===== config.mk =====
export PLATFORM = sky130hd
export DESIGN_NAME = ssp_top
export DESIGN_NICKNAME = d
export VERILOG_FILES = /design/src/hdl/ssp_pkg.sv /design/src/hdl/ssp_sync.sv /design/src/hdl/ssp_top.sv
export VERILOG_INCLUDE_DIRS = /design/src /design/src/hdl
export SDC_FILE = /design/constraint.sdc
export NUM_CORES = 1
export LEC_CHECK = 0
export BUFFER_PORTS_ARGS = -buffer_cell sky130_fd_sc_hd__buf_2
export CAP_MARGIN = 10
export CORE_MARGIN = 1.5
export CORE_UTILIZATION = 50
export DETAILED_ROUTE_END_ITERATION = 16
export HOLD_SLACK_MARGIN = 0.02
export PLACE_DENSITY = 0.69
export REMOVE_ABC_BUFFERS = 1
export SYNTH_ARGS = -nofsm -noshare
export SYNTH_HDL_FRONTEND = slang
export SYNTH_SLANG_ARGS = --single-unit

===== constraint.sdc =====
create_clock -name clock -period 3.03 [get_ports clock]
set_clock_uncertainty 0.15 [all_clocks]
set_input_delay 0.303 -clock clock [delete_from_list [all_inputs] [get_ports clock]]
set_output_delay 0.303 -clock clock [all_outputs]
set_load 0.05 [all_outputs]

===== src/hdl/ssp_consts.svh =====
`ifndef SSP_CONSTS_SVH
`define SSP_CONSTS_SVH

// ====================================================================
// Clock
`define SSP_CLK_HZ 20000000
`define SSP_CLK_NS 50

// ====================================================================
// Bus time-out, window of 25 to 35 ms; the count uses the least time
`define SSP_BUS_TIMEOUT_INTERVAL_MIN_MS 25
`define SSP_BUS_TIMEOUT_INTERVAL_MAX_MS 35
`define SSP_BUS_TIMEOUT_INTERVAL_CYC ((`SSP_BUS_TIMEOUT_INTERVAL_MIN_MS * `SSP_CLK_HZ) / 1000)

// ====================================================================
// Data out hold after the clock falls, rounded up to whole cycles
`define SSP_THD_NS 200
`define SSP_THD_CYC ((`SSP_THD_NS + `SSP_CLK_NS - 1) / `SSP_CLK_NS)

// ====================================================================
// Address and framing
`define SSP_ADDR_HI 4'h3
`define SSP_BYTE_BITS 4'h8
`define SSP_SYNC_INIT 5'h18

`endif


===== src/hdl/ssp_pkg.sv =====
package ssp_pkg;

  // ==================================================================
  // Port sequencer states, Gray coded along the usual path
  typedef enum logic [2:0] {
    ST_IDLE     = 3'h0,
    ST_ADDR     = 3'h1,
    ST_ADDR_ACK = 3'h3,
    ST_RX       = 3'h2,
    ST_RX_ACK   = 3'h6,
    ST_TX       = 3'h7,
    ST_TX_ACK   = 3'h5,
    ST_LOCK     = 3'h4
  } ssp_state_e;

  // ==================================================================
  // Received byte handed to the user side
  typedef struct packed {
    logic [7:0] data;
    logic valid;
    logic first;
  } ssp_rx_s;

endpackage


===== src/hdl/ssp_sync.sv =====
`timescale 1ns/10ps
module ssp_sync #(
  parameter int WIDTH = 1,
  parameter logic [WIDTH-1:0] INIT = '0
) (
  input wire logic clock, // System clock.
  input wire logic reset_n, // Synchronous reset, active low.
  input wire logic [WIDTH-1:0] din, // Asynchronous inputs.
  output logic [WIDTH-1:0] dout // Synchronised inputs.
);

  logic [WIDTH-1:0] meta;

  // ==================================================================
  // Two flops per bit; the first is read by the second only.
  genvar i;
  generate
    for (i = 0; i < WIDTH; i++) begin : g_bit
      always_ff @(posedge clock) begin
        if (!reset_n) begin
          meta[i] <= INIT[i];
          dout[i] <= INIT[i];
        end else begin
          meta[i] <= din[i];
          dout[i] <= meta[i];
        end
      end
    end
  endgenerate

endmodule


===== src/hdl/ssp_top.sv =====
`timescale 1ns/10ps
`include "ssp_consts.svh"
// How it works
// - Clock stuck low past the time-out aborts and resets the port.
// - The port never pulls the clock low; the controller owns every phase.
// - A transmitted bit is on the data line well before the clock rises.
// - A transmitted bit is held at least 200 ns after the clock falls.
// - Received data is sampled on the rising clock edge, never the falling one.
// - The three low address bits come from the strap pins, bit 2 on top.
// - A strap tied high reads as 1, tied low reads as 0.
// - An open strap is pulled down and so reads as 0.
// - Data line is open drain: pulled low or released, never driven high.
// - Clock stuck high past the time-out also resets the port.
// - Acknowledge only 0011 plus straps; eighth bit 1 reads, 0 writes.
// - A START or STOP seen mid-transfer releases the data line at once.
module ssp_top #(
  parameter int TIMEOUT_CYCLES = `SSP_BUS_TIMEOUT_INTERVAL_CYC
) (
  input wire logic clock, // System clock, 20 MHz.
  input wire logic reset_n, // Synchronous reset, active low.
  input wire logic scl_in, // Serial clock pin level.
  output logic scl_out, // Serial clock pin output value.
  output logic scl_oe_n, // Serial clock pin enable, low drives.
  input wire logic sda_in, // Serial data pin level.
  output logic sda_out, // Serial data pin output value.
  output logic sda_oe_n, // Serial data pin enable, low drives.
  input wire logic addr_strap_bit0, // Address strap, bit 0.
  input wire logic addr_strap_bit1, // Address strap, bit 1.
  input wire logic addr_strap_bit2, // Address strap, bit 2.
  input wire logic [7:0] tx_data, // Byte to send, taken on tx_take.
  output logic tx_take, // Pulse: tx_data is sampled this cycle.
  output ssp_pkg::ssp_rx_s rx, // Received byte with valid pulse.
  output logic selected, // Port is addressed and in a transfer.
  output logic read_mode, // Last match was a read.
  output logic timeout, // Pulse: bus time-out fired.
  output logic locked // Waiting for START after a time-out.
);

  localparam int TW = $clog2(TIMEOUT_CYCLES + 1);
  localparam logic [TW-1:0] TLIM = TW'(TIMEOUT_CYCLES - 1);
  localparam logic [2:0] HOLD = 3'(`SSP_THD_CYC);

  // ==================================================================
  // Pin synchronisers and edge detection
  logic [4:0] syn;
  logic scl_s, sda_s, scl_q, sda_q;
  logic scl_rise, scl_fall, start_c, stop_c;
  logic [6:0] my_addr;

  ssp_sync #(.WIDTH(5), .INIT(`SSP_SYNC_INIT)) u_sync (
    .clock(clock),
    .reset_n(reset_n),
    .din({scl_in, sda_in, addr_strap_bit2, addr_strap_bit1,
          addr_strap_bit0}),
    .dout(syn)
  );

  assign scl_s = syn[4];
  assign sda_s = syn[3];
  // Straps are plain levels; the pad pull-down makes an open one a 0.
  assign my_addr = {`SSP_ADDR_HI, syn[2], syn[1], syn[0]};

  always_ff @(posedge clock) begin
    if (!reset_n) begin
      scl_q <= 1'b1;
      sda_q <= 1'b1;
    end else begin
      scl_q <= scl_s;
      sda_q <= sda_s;
    end
  end

  assign scl_rise = scl_s & ~scl_q;
  assign scl_fall = ~scl_s & scl_q;
  assign start_c = scl_s & scl_q & sda_q & ~sda_s;
  assign stop_c = scl_s & scl_q & ~sda_q & sda_s;

  // ==================================================================
  // Sequencer state
  ssp_pkg::ssp_state_e state, next_state;
  logic [3:0] cnt, next_cnt;
  logic [7:0] shreg, next_shreg;
  logic [7:0] txsh, next_txsh;
  logic rw, next_rw;
  logic mack, next_mack;
  logic pend, next_pend;
  logic sda_low, next_sda_low;
  logic [2:0] hcnt, next_hcnt;
  logic [TW-1:0] tcnt, next_tcnt;
  logic first, next_first;
  ssp_pkg::ssp_rx_s next_rx;
  logic next_timeout;
  logic load_tx;
  logic busy;

  assign busy = (state != ssp_pkg::ST_IDLE) && (state != ssp_pkg::ST_LOCK);

  always_comb begin
    next_state = state;
    next_cnt = cnt;
    next_shreg = shreg;
    next_txsh = txsh;
    next_rw = rw;
    next_mack = mack;
    next_pend = pend;
    next_sda_low = sda_low;
    next_hcnt = hcnt;
    next_tcnt = tcnt;
    next_first = first;
    next_rx = rx;
    next_rx.valid = 1'b0;
    next_timeout = 1'b0;
    load_tx = 1'b0;

    // The changed bit only reaches the pin once the hold has run out.
    if (hcnt != 3'h0) begin
      next_hcnt = hcnt - 3'h1;
      if (hcnt == 3'h1) begin
        next_sda_low = pend;
      end
    end

    // Any clock edge restarts the watch for a clock stuck low or high.
    if (!busy || scl_rise || scl_fall) begin
      next_tcnt = '0;
    end else begin
      next_tcnt = TW'(tcnt + 1'b1);
    end

    if (busy && tcnt == TLIM) begin
      next_timeout = 1'b1;
      next_state = ssp_pkg::ST_LOCK;
      next_sda_low = 1'b0;
      next_hcnt = 3'h0;
      next_pend = 1'b0;
      next_tcnt = '0;
    end else if (start_c) begin
      next_state = ssp_pkg::ST_ADDR;
      next_cnt = 4'h0;
      next_sda_low = 1'b0;
      next_hcnt = 3'h0;
      // A stale bit from a cut transfer must not reach the address phase.
      next_pend = 1'b0;
      next_first = 1'b1;
    end else if (stop_c) begin
      if (state != ssp_pkg::ST_LOCK) begin
        next_state = ssp_pkg::ST_IDLE;
      end
      next_sda_low = 1'b0;
      next_hcnt = 3'h0;
      next_pend = 1'b0;
    end else if (scl_rise && busy) begin
      // Data is taken on the rising edge, where it is known to be stable.
      next_shreg = {shreg[6:0], sda_s};
      if (cnt != `SSP_BYTE_BITS) begin
        next_cnt = cnt + 4'h1;
      end
      if (state == ssp_pkg::ST_TX_ACK) begin
        next_mack = ~sda_s;
      end
    end else if (scl_fall && busy) begin
      next_hcnt = HOLD;
      unique case (state)
        ssp_pkg::ST_ADDR: begin
          if (cnt == `SSP_BYTE_BITS) begin
            next_cnt = 4'h0;
            if (shreg[7:1] == my_addr) begin
              next_state = ssp_pkg::ST_ADDR_ACK;
              next_rw = shreg[0];
              next_pend = 1'b1;
            end else begin
              next_state = ssp_pkg::ST_IDLE;
              next_pend = 1'b0;
            end
          end
        end
        ssp_pkg::ST_ADDR_ACK: begin
          next_cnt = 4'h0;
          if (rw) begin
            load_tx = 1'b1;
            next_txsh = tx_data;
            next_pend = ~tx_data[7];
            next_state = ssp_pkg::ST_TX;
          end else begin
            next_pend = 1'b0;
            next_state = ssp_pkg::ST_RX;
          end
        end
        ssp_pkg::ST_RX: begin
          if (cnt == `SSP_BYTE_BITS) begin
            next_cnt = 4'h0;
            next_rx.data = shreg;
            next_rx.valid = 1'b1;
            next_rx.first = first;
            next_first = 1'b0;
            next_pend = 1'b1;
            next_state = ssp_pkg::ST_RX_ACK;
          end
        end
        ssp_pkg::ST_RX_ACK: begin
          next_cnt = 4'h0;
          next_pend = 1'b0;
          next_state = ssp_pkg::ST_RX;
        end
        ssp_pkg::ST_TX: begin
          if (cnt == `SSP_BYTE_BITS) begin
            next_cnt = 4'h0;
            next_pend = 1'b0;
            next_state = ssp_pkg::ST_TX_ACK;
          end else begin
            next_txsh = {txsh[6:0], 1'b0};
            next_pend = ~txsh[6];
          end
        end
        ssp_pkg::ST_TX_ACK: begin
          next_cnt = 4'h0;
          if (mack) begin
            load_tx = 1'b1;
            next_txsh = tx_data;
            next_pend = ~tx_data[7];
            next_state = ssp_pkg::ST_TX;
          end else begin
            // A missing acknowledge ends the read; the line stays free.
            next_pend = 1'b0;
            next_state = ssp_pkg::ST_IDLE;
          end
        end
        default: begin
          next_state = ssp_pkg::ST_IDLE;
          next_pend = 1'b0;
        end
      endcase
    end
  end

  always_ff @(posedge clock) begin
    if (!reset_n) begin
      state <= ssp_pkg::ST_IDLE;
      cnt <= 4'h0;
      shreg <= 8'h00;
      txsh <= 8'h00;
      rw <= 1'b0;
      mack <= 1'b0;
      pend <= 1'b0;
      sda_low <= 1'b0;
      hcnt <= 3'h0;
      tcnt <= '0;
      first <= 1'b0;
      rx <= '0;
      timeout <= 1'b0;
    end else begin
      state <= next_state;
      cnt <= next_cnt;
      shreg <= next_shreg;
      txsh <= next_txsh;
      rw <= next_rw;
      mack <= next_mack;
      pend <= next_pend;
      sda_low <= next_sda_low;
      hcnt <= next_hcnt;
      tcnt <= next_tcnt;
      first <= next_first;
      rx <= next_rx;
      timeout <= next_timeout;
    end
  end

  // ==================================================================
  // Pins and status
  // Both lines are open drain; the data line is only ever pulled low.
  assign sda_out = 1'b0;
  assign sda_oe_n = ~sda_low;
  assign scl_out = 1'b0;
  assign scl_oe_n = 1'b1;
  assign tx_take = load_tx;
  assign selected = (state != ssp_pkg::ST_IDLE) &&
                    (state != ssp_pkg::ST_LOCK) &&
                    (state != ssp_pkg::ST_ADDR);
  assign read_mode = rw;
  assign locked = (state == ssp_pkg::ST_LOCK);

endmodule


## After elaboration in Yosys (flattened, before gate mapping)

Cells that the tools add are included.
W data, S select, Z words.

- Bits in registers: 72
- Input bits: 15
- Word-level logic and storage cells: 179
- Output and inout port bits: 19

- Bitwise gates (word level): 21
- Equality and inequality tests: 38
- Add/sub/neg operators: 3
- Reduce and logical (&&, ||, !) cells: 38
- Mux-type cells: 50

Operator list:

| cell | number |
|---|---|
| $mux W3 | 14 |
| $reduce_and A6 Y1 | 5 |
| $mux W4 | 6 |
| $mux W7 | 3 |
| $pmux W7 S3 | 1 |
| $mux W1 | 20 |
| $ne A4 B4 Y1 const B | 5 |
| $add A19 B1 Y19 const B | 1 |
| $eq A19 B19 Y1 const B | 1 |
| $pmux W3 S6 | 1 |
| $ne A2 B2 Y1 const B | 8 |
| $ne A3 B3 Y1 const B | 5 |
| $ne A5 B5 Y1 const B | 3 |
| $reduce_bool A3 Y1 | 5 |
| $not A1 Y1 | 14 |
| $eq A3 B3 Y1 const B | 4 |
| $reduce_or A3 Y1 | 4 |
| $reduce_and A9 Y1 | 1 |
| $pmux W4 S2 | 1 |
| $reduce_and A4 Y1 | 2 |
| $reduce_and A8 Y1 | 1 |
| $reduce_bool A2 Y1 | 4 |
| $reduce_bool A4 Y1 | 2 |
| $and A1 B1 Y1 | 7 |
| 23 further kinds | 32 |

## Depth between registers and ports, before layout

- Word-level depth: 9
- Mapped depth: 9
- Depth with buffers taken out: 7

## Cells and area by module

From an unflattened synthesis, not the netlist that was laid out.

- Cell total of the unflattened synthesis: 380
- Area total of the unflattened synthesis: 3,430.8 sq um

Modules (own cells, without submodules):

| module | instances | cells an instance | area each (sq um) |
|---|---|---|---|
| ssp_top | 1 | 360 | 3,168.0 |
| ssp_sync | 1 | 20 | 262.8 |

## Least setup slack after synthesis

No wires, ideal clock.

- Kind: register to output
- From: reg tcnt[5]
- To: out tx_take
- Arrival time: 2,209 ps
- Stages on the path, launching flop included: 7
- Slack: 368 ps
- Cell sequence: dfxtp_1 -> buf_6 -> or4b_1 -> or4b_1 -> or3_1 -> buf_6 -> and4_1

- Word-level cells in the longest chain between the ends: 3

Ends and longest elaborated chain:

| what | line | RTL |
|---|---|---|
| start: declaration | ssp_top.sv:89 | `logic [TW-1:0] tcnt, next_tcnt;` |
| start signal: assignment | ssp_top.sv:261 | `tcnt <= next_tcnt;` |
| $eq A19 B19 Y1 | ssp_top.sv:130 | `if (busy && tcnt == TLIM) begin` |
| $logic_and A1 B1 Y1 | ssp_top.sv:130 |  |
| $mux W1 | ssp_top.sv:130 |  |
| end: declaration | ssp_top.sv:31 | `output logic tx_take,` |

Every way passes these cells.

## Final worst setup path

- From: reg tcnt[12]
- To: out tx_take

The elaborated chain is that of the path after synthesis.

==> flow_metrics.tcl <==
set metrics [dict create \
    status "finished, violations left" \
    violations "DRC" \
    synth-async-reset-ratio_pct 0 \
    r2r_slack_ps 420 \
    regToRegStartpoint "tcnt[5]" \
    ys_warn_count 0 \
    reg2reg_to "tcnt[7]" \
    fp.dieW_um 85.0 \
    startpoint_type "register" \
    place_congestion 0.911 \
    placed_area_um2 3580 \
    crit_path_end_kind "primary output" \
    maxCapViolations 0 \
    tightestPinTransition_ps 665 \
    stdcell_count 501 \
    num_rows 29 \
    final_core_util_pct 60.0 \
    fmaxAchievable_mhz 342 \
    drcViolationCount 3 \
    power_mw 1.97 \
    avgSynthCellArea_um2 8.74 \
    hold_violations 0 \
    final_common_cell "dfxtp_1" \
    wl_per_cell_um 14.6 \
    clock_latency_ps 350 \
    final-max-slew-violation-count 0 \
    share_comb_of_total_power_pct 7.8 \
    netlist_area_um2 3360 \
    timing.final.crit_share_pct 96.5 \
    p_seq_share_pct 49.8 \
    dr.pass1.iters 11 \
    track_usage_pct 21.2 \
    fp.dieH_um 85.0 \
    min_from "tx_data[0]" \
    h-tree-depth 3 \
    max-slew-margin-rel_pct 55.4 \
    final_cell_mix "dfxtp_1, nor2_1, buf_2" \
    synth-edff-count 0 \
    finalSetupViolations 0 \
    grt.overflow.total 0 \
    cts_inserted_buffers 9 \
    antennaDiodeCount 0 \
    p_clk_share_pct 42.4 \
    hp-class "primary input to register" \
    layout.nets 442 \
    rsz0062_at_grt "no" \
    place_ws_ps 419 \
    clkSinkCount 72 \
    core-area_um2 6420 \
    reg2reg_depth 7 \
    clockBufferDepth 2 \
    critPathMaxFanout 6 \
    drt-vias-per-instance 5.74 \
    first_global_vias 2662 \
    wirelength_um 7300 \
    timing.final.ws_setup_ps 105 \
    finish.instance_area_um2 3850 \
    vdd_drop_max_uv 372 \
    grt_pass1_wl_um 12400 \
    whs_endpoint "txsh[0]" \
    ys_seq_area_share_pct 42.8 \
    die_area_um2 7230 \
    io_buffer_count 30 \
    drtIter0Drc 176 \
    synthFlopType "dfxtp_1" \
    place_inst 480 \
    netlist_instances 385 \
    power-per-cell-area_nw_per_um2 510 \
    area_growth_pct 14.5 \
    grt_antenna_before_repair 0 \
    min_period_ps 2930 \
    critPathKind "register to primary output" \
    ys_ff_latch 72 \
    worstPathRequired_ps 2580 \
    hold_ws_ps 71.5 \
    grt_max_degree 27 \
    num_vias 2878 \
    cts_root_buf "clkbuf_8" \
    drive_above_1_share_pct 15.3 \
    switching_share_pct 23.1 \
    io_pins 34 \
    hold_depth 3 \
    power.switching_uw 455 \
    synth_cell_type_count 53 \
    power_leakage_nw 1.48 \
    place_hpwl_um 5120 \
    initial_utilization_pct 52.4 \
    power.internal_mw 1.51 \
    arrival_ps 2470 \
    fin_tns_setup_ps 0 \
    cts_tree "built" \
    ant_nets 0 \
    path_clk_slew_ps 70 \
]
-- flip-flops by register name, indices dropped and copies added (netlist names), 3 cells and up --
name and cells:
shreg 8, rx 10, txsh 7, hcnt 3, tcnt 19, cnt 4, u_sync.dout 5, u_sync.meta 5
state 3
-- what timing repair did --
action	in CTS	in global routing
endpoints found under the hold margin	5	0
hold buffers	5	0
endpoints found under the setup margin	0	1
resized for setup	0	3
buffers inserted	0	0
-- power groups by stage --
stage	clock [mW]	combinational, mW	sequential [mW]
final	0.835	0.153	0.979
after global routing	0.889	0.175	0.982
after CTS	0.858	0.155	0.979
after detailed placement	0	0.149	1.00
after global placement	0	0.142	0.999
after floorplan	0	0.105	0.999
-- worst max-delay path by stage --
| stage | startpoint | endpoint | slack [ps] | cells past startpoint |
|---|---|---|---|---|
| floorplan | state[1] | tx_take | 300 | 4 |
| global placement | tcnt[15] | tx_take | 450 | 5 |
| detailed placement | tcnt[7] | tx_take | 420 | 5 |
| CTS | tcnt[7] | tx_take | 40 | 5 |
| global route | tcnt[12] | tx_take | 30 | 5 |
| finish | tcnt[12] | tx_take | 100 | 5 |
-- synth_stat cells (3+ instances only) --
cell type / instances / area share (%)
nand3_1: 19 / 2.8
a311oi_1: 7 / 1.8
o22ai_1: 3 / 0.56
and4_1: 4 / 1.0
and2_1: 10 / 1.9
o21ai_0: 11 / 1.6
xnor2_1: 9 / 2.3
nor2_1: 42 / 4.7
xor2_1: 13 / 3.4
inv_1: 14 / 1.6
clkbuf_1: 18 / 2.0
nand2b_1: 10 / 1.9
nor2b_1: 5 / 0.93
a21oi_1: 21 / 3.1
buf_4: 3 / 0.67
o211ai_1: 4 / 0.89
nand2_1: 25 / 2.8
ha_1: 8 / 3.0
dfxtp_1: 72 / 43
nor4_1: 4 / 0.74
nand4_1: 12 / 2.2
mux2i_1: 17 / 5.1
nor3_1: 9 / 1.3
or3_1: 3 / 0.56
-- area by class of cell --
class	count	area, um2
clock buffers	11	141
repair buffers	49	308
flip-flops and latches	72	1440
fillers	581	2570
multi-input cells	273	1730
well taps	77	96.3
clock inverters	5	80.1
inverters	14	52.6
-- routing by layer --
metal | part of all wire [%] | vias up | wire length [um] | track usage, %
met5 | 0 | - | 0 | 0
met4 | 1.9 | 0 | 142 | 8.64
met3 | 4.5 | 16 | 332 | 4.86
met2 | 46 | 93 | 3360 | 33.9
met1 | 48 | 1360 | 3470 | 27.8
li1 | - | 1409 | - | -
-- kinds of logic after synthesis --
| family | synth area share, % |
|---|---|
| flops | 42.8 |
| xor+xnor | 5.73 |
| buf+inv | 5.76 |
| compound gates | 12.1 |
| fa+ha+maj | 2.98 |
| mux | 5.06 |
| other cells | 0.223 |
| simple gates | 25.3 |
-- worst max-delay path, cell delays in order, from the launching register on --
cell	delay, ps
dfxtp_1	360
or4bb_1	490
or4_1	440
or3_1	420
and4_1	220
buf_4	190
Note: power is estimated with default switching activity, not from simulation.
